## src/hw/adcs_consts.vh

```
`ifndef ADCS_CONSTS_VH
`define ADCS_CONSTS_VH

// ****************************************************************
// Conversion timing in converter clock cycles, result coding and sample count limit
// ****************************************************************
`define ADCS_BASE_CYCLES      6'd13
`define ADCS_HOLD_OFFSET      6'd2
`define ADCS_RES_BITS         10
`define ADCS_MAX_CODE         10'h3FF
`define ADCS_MSB_TRIAL        10'h200
`define ADCS_MAX_ACC_LOG2     3'd6

// ****************************************************************
// Selection encodings
// ****************************************************************
`define ADCS_REF_INTERNAL     2'h0
`define ADCS_TEMP_CHANNEL     5'h1E

// ****************************************************************
// Window compare modes
// ****************************************************************
`define ADCS_WIN_OFF          3'h0
`define ADCS_WIN_BELOW        3'h1
`define ADCS_WIN_ABOVE        3'h2
`define ADCS_WIN_INSIDE       3'h3
`define ADCS_WIN_OUTSIDE      3'h4

`endif

```

## src/hw/adcs_prescaler.v

```verilog
`timescale 1ns/1ps
`include "adcs_consts.vh"

module adcs_prescaler
(
	input  wire       clk,
	input  wire       rst,
	input  wire       run,
	input  wire [2:0] div_sel,
	output wire       rise_tick
);

	reg  [7:0] cnt_r;
	wire [7:0] half;
	wire [7:0] last;

	// Factor is 2 << div_sel, rising edge in the middle of each period
	assign half = 8'h01 << div_sel;
	assign last = {half[6:0], 1'b0} - 8'h01;
	// Edge at count half: first edge half a factor plus one after the write
	assign rise_tick = run && (cnt_r == half);

	always @(posedge clk)
	begin
		if (rst || !run)
			cnt_r <= 8'h00;
		else if (cnt_r == last)
			cnt_r <= 8'h00;
		else
			cnt_r <= cnt_r + 8'h01;
	end

endmodule

```

## src/hw/adcs_sequencer.v

```verilog
`timescale 1ns/1ps
`include "adcs_consts.vh"

module adcs_sequencer
(
	input  wire        REF_CLK,
	input  wire        RST,
	input  wire        ENABLE,
	input  wire [2:0]  CLK_DIV_SEL,
	input  wire        START_CONV_WR,
	input  wire        FREE_RUN,
	input  wire        EVENT_START_EN,
	input  wire        EVENT_IN,
	input  wire [3:0]  SAMPLE_DELAY,
	input  wire [4:0]  SAMPLE_LENGTH,
	input  wire [2:0]  SAMPLE_NUM,
	input  wire [4:0]  INPUT_CHANNEL_SEL,
	input  wire [1:0]  REFERENCE_SEL,
	input  wire [2:0]  WINDOW_COMPARE_MODE,
	input  wire [15:0] WINDOW_LOW_THRESHOLD,
	input  wire [15:0] WINDOW_HIGH_THRESHOLD,
	input  wire        WINDOW_HIT_IRQ_EN,
	input  wire        RESULT_READ,
	input  wire        RESULT_READY_CLR,
	input  wire        WINDOW_HIT_CLR,
	input  wire        ADC_CMP,
	output wire        START_CONV,
	output wire [4:0]  ACTIVE_CHANNEL,
	output wire [1:0]  ACTIVE_REFERENCE,
	output wire        REF_USE_INTERNAL,
	output wire        TEMP_SENSOR_ON,
	output wire        CONV_CLK_TICK,
	output wire        SAMPLE_HOLD,
	output wire [9:0]  SAR_TRIAL,
	output wire [15:0] CONV_RESULT,
	output wire        RESULT_READY,
	output wire        WINDOW_HIT,
	output wire        WINDOW_IRQ
);

	// ****************************************************************
	// State
	// ****************************************************************
	reg        start_conv_r;
	reg        event_prev_r;
	reg        locked_r;
	reg [5:0]  ccnt_r;
	reg [9:0]  sar_r;
	reg [9:0]  mask_r;
	reg [15:0] acc_r;
	reg [6:0]  scnt_r;
	reg [15:0] result_r;
	reg        result_ready_r;
	reg        window_hit_r;
	reg [4:0]  chan_r;
	reg [1:0]  ref_r;
	reg        hold_r;

	wire       run;
	wire       tick;
	wire       event_edge;
	wire [5:0] cur;
	wire [5:0] hold_at;
	wire [5:0] last_at;
	wire       bit_step;
	wire       sample_done;
	wire [9:0] sar_nxt;
	wire [9:0] mask_nxt;
	wire [15:0] acc_nxt;
	wire [2:0] acc_log2;
	wire [6:0] samples;
	wire       last_sample;
	wire       conv_done;
	wire       restart;
	reg        win_cond;

	// ****************************************************************
	// Converter clock
	// ****************************************************************
	assign run = start_conv_r && ENABLE;

	adcs_prescaler u_clk_div_sel
	(
		.clk       (REF_CLK),
		.rst       (RST),
		.run       (run),
		.div_sel   (CLK_DIV_SEL),
		.rise_tick (tick)
	);


	// ****************************************************************
	// Start requests
	// ****************************************************************
	// Previous level resets low, the idle level of the event line
	assign event_edge = EVENT_START_EN && EVENT_IN && !event_prev_r;

	always @(posedge REF_CLK)
	begin
		if (RST)
			event_prev_r <= 1'b0;
		else
			event_prev_r <= EVENT_IN;
	end

	// ****************************************************************
	// Conversion sequencing
	// ****************************************************************
	// Cycle index of this tick; first tick of a conversion is cycle 0
	assign cur = locked_r ? ccnt_r : 6'd0;
	assign hold_at = `ADCS_HOLD_OFFSET + {2'b00, SAMPLE_DELAY}
		+ {1'b0, SAMPLE_LENGTH};
	assign last_at = hold_at + 6'd`ADCS_RES_BITS;
	assign bit_step = tick && (cur > hold_at) && (cur <= last_at);
	assign sample_done = tick && (cur == last_at);

	// Keep the trial bit when input is at or above the trial level
	assign sar_nxt = (ADC_CMP ? sar_r : (sar_r & ~mask_r))
		| (mask_r >> 1);
	assign mask_nxt = mask_r >> 1;

	assign acc_log2 = (SAMPLE_NUM > `ADCS_MAX_ACC_LOG2) ? `ADCS_MAX_ACC_LOG2 : SAMPLE_NUM;
	assign samples = 7'h01 << acc_log2;
	assign last_sample = (scnt_r == samples - 7'h01);
	assign acc_nxt = acc_r + {6'h00, sar_nxt};
	assign conv_done = sample_done && last_sample;
	assign restart = FREE_RUN;

	always @(posedge REF_CLK)
	begin
		if (RST || !ENABLE)
		begin
			locked_r <= 1'b0;
			ccnt_r <= 6'd0;
			sar_r <= 10'h000;
			mask_r <= 10'h000;
			acc_r <= 16'h0000;
			scnt_r <= 7'h00;
			hold_r <= 1'b0;
		end
		else
		begin
			hold_r <= 1'b0;
			if (tick)
			begin
				locked_r <= 1'b1;
				ccnt_r <= cur + 6'd1;
				if (cur == hold_at)
				begin
					hold_r <= 1'b1;
					sar_r <= `ADCS_MSB_TRIAL;
					mask_r <= `ADCS_MSB_TRIAL;
				end
				else if (bit_step)
				begin
					sar_r <= sar_nxt;
					mask_r <= mask_nxt;
				end
				if (sample_done)
				begin
					ccnt_r <= 6'd0;
					if (last_sample)
					begin
						locked_r <= 1'b0;
						acc_r <= 16'h0000;
						scnt_r <= 7'h00;
					end
					else
					begin
						acc_r <= acc_nxt;
						scnt_r <= scnt_r + 7'h01;
					end
				end
			end
		end
	end

	// Start bit: set by write or event, held through the conversion
	always @(posedge REF_CLK)
	begin
		if (RST || !ENABLE)
			start_conv_r <= 1'b0;
		else if (START_CONV_WR || event_edge)
			start_conv_r <= 1'b1;
		else if (conv_done && !restart)
			start_conv_r <= 1'b0;
	end

	// ****************************************************************
	// Channel and reference buffering
	// ****************************************************************
	always @(posedge REF_CLK)
	begin
		if (RST)
		begin
			chan_r <= 5'h00;
			ref_r <= `ADCS_REF_INTERNAL;
		end
		// Also copies in the final cycle, ready for a free-running restart
		else if (!locked_r || sample_done && last_sample)
		begin
			chan_r <= INPUT_CHANNEL_SEL;
			ref_r <= REFERENCE_SEL;
		end
	end

	// ****************************************************************
	// Window compare
	// ****************************************************************
	// Sum as it will be stored, so the compare needs no extra cycle
	always @*
	begin
		case (WINDOW_COMPARE_MODE)
			`ADCS_WIN_BELOW:
				win_cond = acc_nxt < WINDOW_LOW_THRESHOLD;
			`ADCS_WIN_ABOVE:
				win_cond = acc_nxt > WINDOW_HIGH_THRESHOLD;
			`ADCS_WIN_INSIDE:
				win_cond = (acc_nxt > WINDOW_LOW_THRESHOLD)
					&& (acc_nxt < WINDOW_HIGH_THRESHOLD);
			`ADCS_WIN_OUTSIDE:
				win_cond = (acc_nxt < WINDOW_LOW_THRESHOLD)
					|| (acc_nxt > WINDOW_HIGH_THRESHOLD);
			default:
				win_cond = 1'b0;
		endcase
	end

	// ****************************************************************
	// Result and flags
	// ****************************************************************
	always @(posedge REF_CLK)
	begin
		if (RST)
		begin
			result_r <= 16'h0000;
			result_ready_r <= 1'b0;
			window_hit_r <= 1'b0;
		end
		else
		begin
			// Set wins over a clear in the same cycle
			if (conv_done)
			begin
				result_r <= acc_nxt;
				result_ready_r <= 1'b1;
			end
			else if (RESULT_READ || RESULT_READY_CLR)
				result_ready_r <= 1'b0;
			if (conv_done && win_cond)
				window_hit_r <= 1'b1;
			else if (WINDOW_HIT_CLR)
				window_hit_r <= 1'b0;
		end
	end

	// ****************************************************************
	// Outputs
	// ****************************************************************
	assign START_CONV = start_conv_r;
	assign ACTIVE_CHANNEL = chan_r;
	assign ACTIVE_REFERENCE = ref_r;
	assign REF_USE_INTERNAL = (ref_r == `ADCS_REF_INTERNAL);
	assign TEMP_SENSOR_ON = (chan_r == `ADCS_TEMP_CHANNEL);
	assign CONV_CLK_TICK = tick;
	assign SAMPLE_HOLD = hold_r;
	assign SAR_TRIAL = sar_r;
	assign CONV_RESULT = result_r;
	assign RESULT_READY = result_ready_r;
	assign WINDOW_HIT = window_hit_r;
	assign WINDOW_IRQ = window_hit_r && WINDOW_HIT_IRQ_EN;

endmodule

```

## config.mk

```make
export PLATFORM = sky130hd
export DESIGN_NAME = adcs_sequencer
export DESIGN_NICKNAME = d
export VERILOG_FILES = /design/src/hw/adcs_prescaler.v /design/src/hw/adcs_sequencer.v
export VERILOG_INCLUDE_DIRS = /design/src /design/src/hw
export SDC_FILE = /design/constraint.sdc
export NUM_CORES = 1
export LEC_CHECK = 0
export BUFFER_PORTS_ARGS = -buffer_cell sky130_fd_sc_hd__buf_2
export CAP_MARGIN = 0
export CORE_MARGIN = 4
export CORE_UTILIZATION = 30
export DETAILED_ROUTE_END_ITERATION = 16
export PLACE_DENSITY_LB_ADDON = 0.1
export SYNTH_ARGS = -nofsm -noshare
export SYNTH_HDL_FRONTEND = slang
export SYNTH_SLANG_ARGS = --single-unit
export TNS_END_PERCENT = 1
```

## constraint.sdc

```tcl
create_clock -name REF_CLK -period 6.9 [get_ports REF_CLK]
set_input_delay 0.69 -clock REF_CLK [delete_from_list [all_inputs] [get_ports REF_CLK]]
set_output_delay 0.69 -clock REF_CLK [all_outputs]
set_load 0.02 [all_outputs]
```

==> impl_metrics.toml <==
[cts]
clock_path_buffers = 2
insertion_delay_ns = 0.35
cts_tree = "done"
post_cts_buffers = 0
post_cts_resized = 0
cts_buffers = 9
root_buffer = "clkbuf_16"
htree_levels = 3
clkTransAtPathRegs_ns = 0.07
hold_buffers = 0
cts.sinks = 86

[cells_and_area]
fin_nets = 974
finalNonFillerCells = 1106
post-route-util_pct = 36.07
drive_above_1_share_pct = 17.36
antennaDiodeCount = 0
area_delta_synth_final_pct = 18.32

[setup_path]
rr_endpoint = "WINDOW_HIT"
crit_required_ns = 7.16
end_kind = "flop"
cp_data_arrival_time_ns = 5.11
reg2reg_from = "mask_r[0]"
r2r_slack_ns = 2.30
start_kind = "input port"
r2r_cells = 18
cp_max_fo = 10
path_class = "in -> reg"

[die]
die_y_um = 148.4
die_area_um2 = 22020
start_util_pct = 30.48
io_pins = 110
coreArea_um2 = 19400
row_count = 51
dieWidth_um = 148.4

[synth]
synth_most_common_cell = "nor2_1"
ys_warn_count = 0
synth.avg_cell_area_um2 = 7.959
synth_seq_cells = 86
synth_top_area_cell = "dfxtp_1"
synth-async-reset-ratio_pct = 0
synthesis.nets = 881
synth_edf_count = 0
yosys-top-cells-count = "89 x nor2_1, 86 x dfxtp_1, 67 x ha_1, 67 x inv_1, 62 x nand2_1"
synthTopCellsByArea = "dfxtp_1 29%, ha_1 14%, nor2_1 5.6%, mux2i_1 5.2%, a21oi_1 4.5%"
ys_seq_area_share_pct = 29.12
syn_area_um2 = 5913
yosysTopAreaCellShare_pct = 29.12
synth_ff_type = "dfxtp_1"
synth.distinct_cells = 60
synthCells = 743

[run_status]
status = "complete, no violations"

[grt]
grt-ovfl-total = 0
grt_max_degree = 29
antenna_found_initial = 0
grt_pass1_wl_mm = 26.01
grtUsageTotal_pct = 14.47
grt_pass1_vias = 5222

[routing]
ant_nets = 0
firstDrtPassIters = 4
drc = 0
routed_wl_mm = 15.74
first_iter_violations = 220
wl_per_cell_um = 14.23
viasPerCell = 4.854
vias = 5369

[hold_path]
hp-class = "reg -> reg"
min_to = "acc_r[5]"
min_path_cells = 2
min-delay-start = "acc_r[5]"

[pwr]
worst_ir_drop_vdd_v = 0.0001112
leakagePower_nw = 3.297
p_per_area_nw_per_um2 = 170.1

[timing]
fin_crit_ns = 4.852
worst_pin_slew_ns = 0.7863
finalMaxSlewViolations = 0
finalHoldViolCount = 0
final-setup-viol-count = 0
min_period_over_period_pct = 70.33
rsz0062_at_grt = "no"
final.setup.tns_ns = 0
fmax_ghz = 0.2061
final.setup_skew_ns = 0.01012
relSlewSlack_pct = 47.10

[place]
dpl.hpwl_mm = 12.22
place_congestion = 0.7992
io_buffers = 109
placed_cells = 1090

[flow_run]
cap_violations = 0
## worst max-delay path by stage
| stage | startpoint | endpoint | slack [ns] | cells past startpoint |
|---|---|---|---|---|
| after global routing | ADC_CMP | WINDOW_HIT | 1.55 | 19 |
| final | ADC_CMP | WINDOW_HIT | 2.05 | 19 |
| after detailed placement | ADC_CMP | WINDOW_HIT | 1.67 | 19 |
| after floorplan | ADC_CMP | WINDOW_HIT | 2.48 | 18 |
| after CTS | ADC_CMP | WINDOW_HIT | 2.03 | 19 |
| after global placement | ADC_CMP | WINDOW_HIT | 1.78 | 19 |
## per-layer routing
| metal | track usage, % | up-vias | share of wire [%] | routed length (um) |
|---|---|---|---|---|
| met5 | 0 | - | 0 | 0 |
| met4 | 4.665 | 0 | 1.2 | 191 |
| met3 | 2.864 | 10 | 4.5 | 707 |
| met2 | 23.41 | 108 | 47 | 7363 |
| met1 | 19.45 | 2474 | 48 | 7478 |
| li1 | - | 2777 | - | - |
## flip-flops by register name (all words and copies together) (netlist names), 2 cells and up
register	count
u_clk_div_sel.cnt_r	8
SAR_TRIAL	10
ccnt_r	6
CONV_RESULT	16
ACTIVE_CHANNEL	5
ACTIVE_REFERENCE	2
acc_r	16
scnt_r	7
mask_r	10
## cell usage in the layout (no fill, tap or decap), types with 4 or more instances in the layout
cell,instances
buf_2,109
nor2_1,89
dfxtp_1,86
inv_1,67
ha_1,67
nand2_1,62
a21oi_1,53
o21ai_0,33
nand3_1,33
mux2i_1,31
xor2_1,22
nor3_1,14
or3_1,13
xnor2_1,12
a22oi_1,10
nor2b_1,9
nand2b_1,9
clkbuf_16,9
and2_1,8
nand4_1,7
a211oi_2,7
and3_1,6
o31ai_1,6
a31oi_1,6
nand3b_1,5
a21o_1,5
nor4_1,4
or4_1,4
buf_4,4
## final cells by class
type / instances / area [um2]
clock buffer: 9 / 225.2
tap: 265 / 331.6
sequential: 86 / 1722
inverter: 67 / 251.5
clock inverter: 7 / 96.34
timing repair buffer: 113 / 575.6
multi-input combinational: 559 / 3795
fill: 2083 / 12400
## power breakdown
part / switching, mW / internal (mW)
Sequential: 0.00238 / 0.499
Clock: 0.216 / 0.319
Combinational: 0.0887 / 0.0648
## cell families (layout without fill, tap and decap cells)
group	after synthesis	in the layout	synth area share [%]
buffers and inverters	98	196	6.708
AND/OR/NAND/NOR	278	278	22.98
adder cells (fa/ha/maj)	69	69	14.85
multiplexers	31	31	5.248
flip-flops	86	86	29.12
XOR/XNOR	34	34	5.036
AO/OA/AOI/OAI	147	147	16.06
## critical path, stage by stage
cell and delay [ns]:
buf_2 0.17, nand2b_1 0.13, a21o_1 0.14, ha_1 0.16, inv_1 0.05, fa_1 0.38, nand2b_1 0.17, a21oi_1 0.20
nor3_1 0.11, o31ai_1 0.67, nand3_1 0.25, xor2_1 0.26, inv_1 0.09, ha_1 0.31, nand4_1 0.15, or4_1 0.59
o2111ai_1 0.25, o211ai_1 0.13, a311oi_1 0.21
## metrics by stage
step | setup WS (ns) | cell area, um2 | total power [mW] | hold WS [ns]
6_report | 2.048 | 6997 | 1.190 | 0.4650
5_1_grt | 1.553 | 6997 | 1.254 | 0.4756
4_1_cts | 2.030 | 6997 | 1.214 | 0.4697
3_5_place_dp | 1.667 | 6675 | 0.6690 | 0.4580
3_3_place_gp | 1.778 | 6675 | 0.6646 | 0.4460
2_1_floorplan | 2.477 | 5913 | 0.6168 | 0.4352
Power figures use the tool's default switching activity.
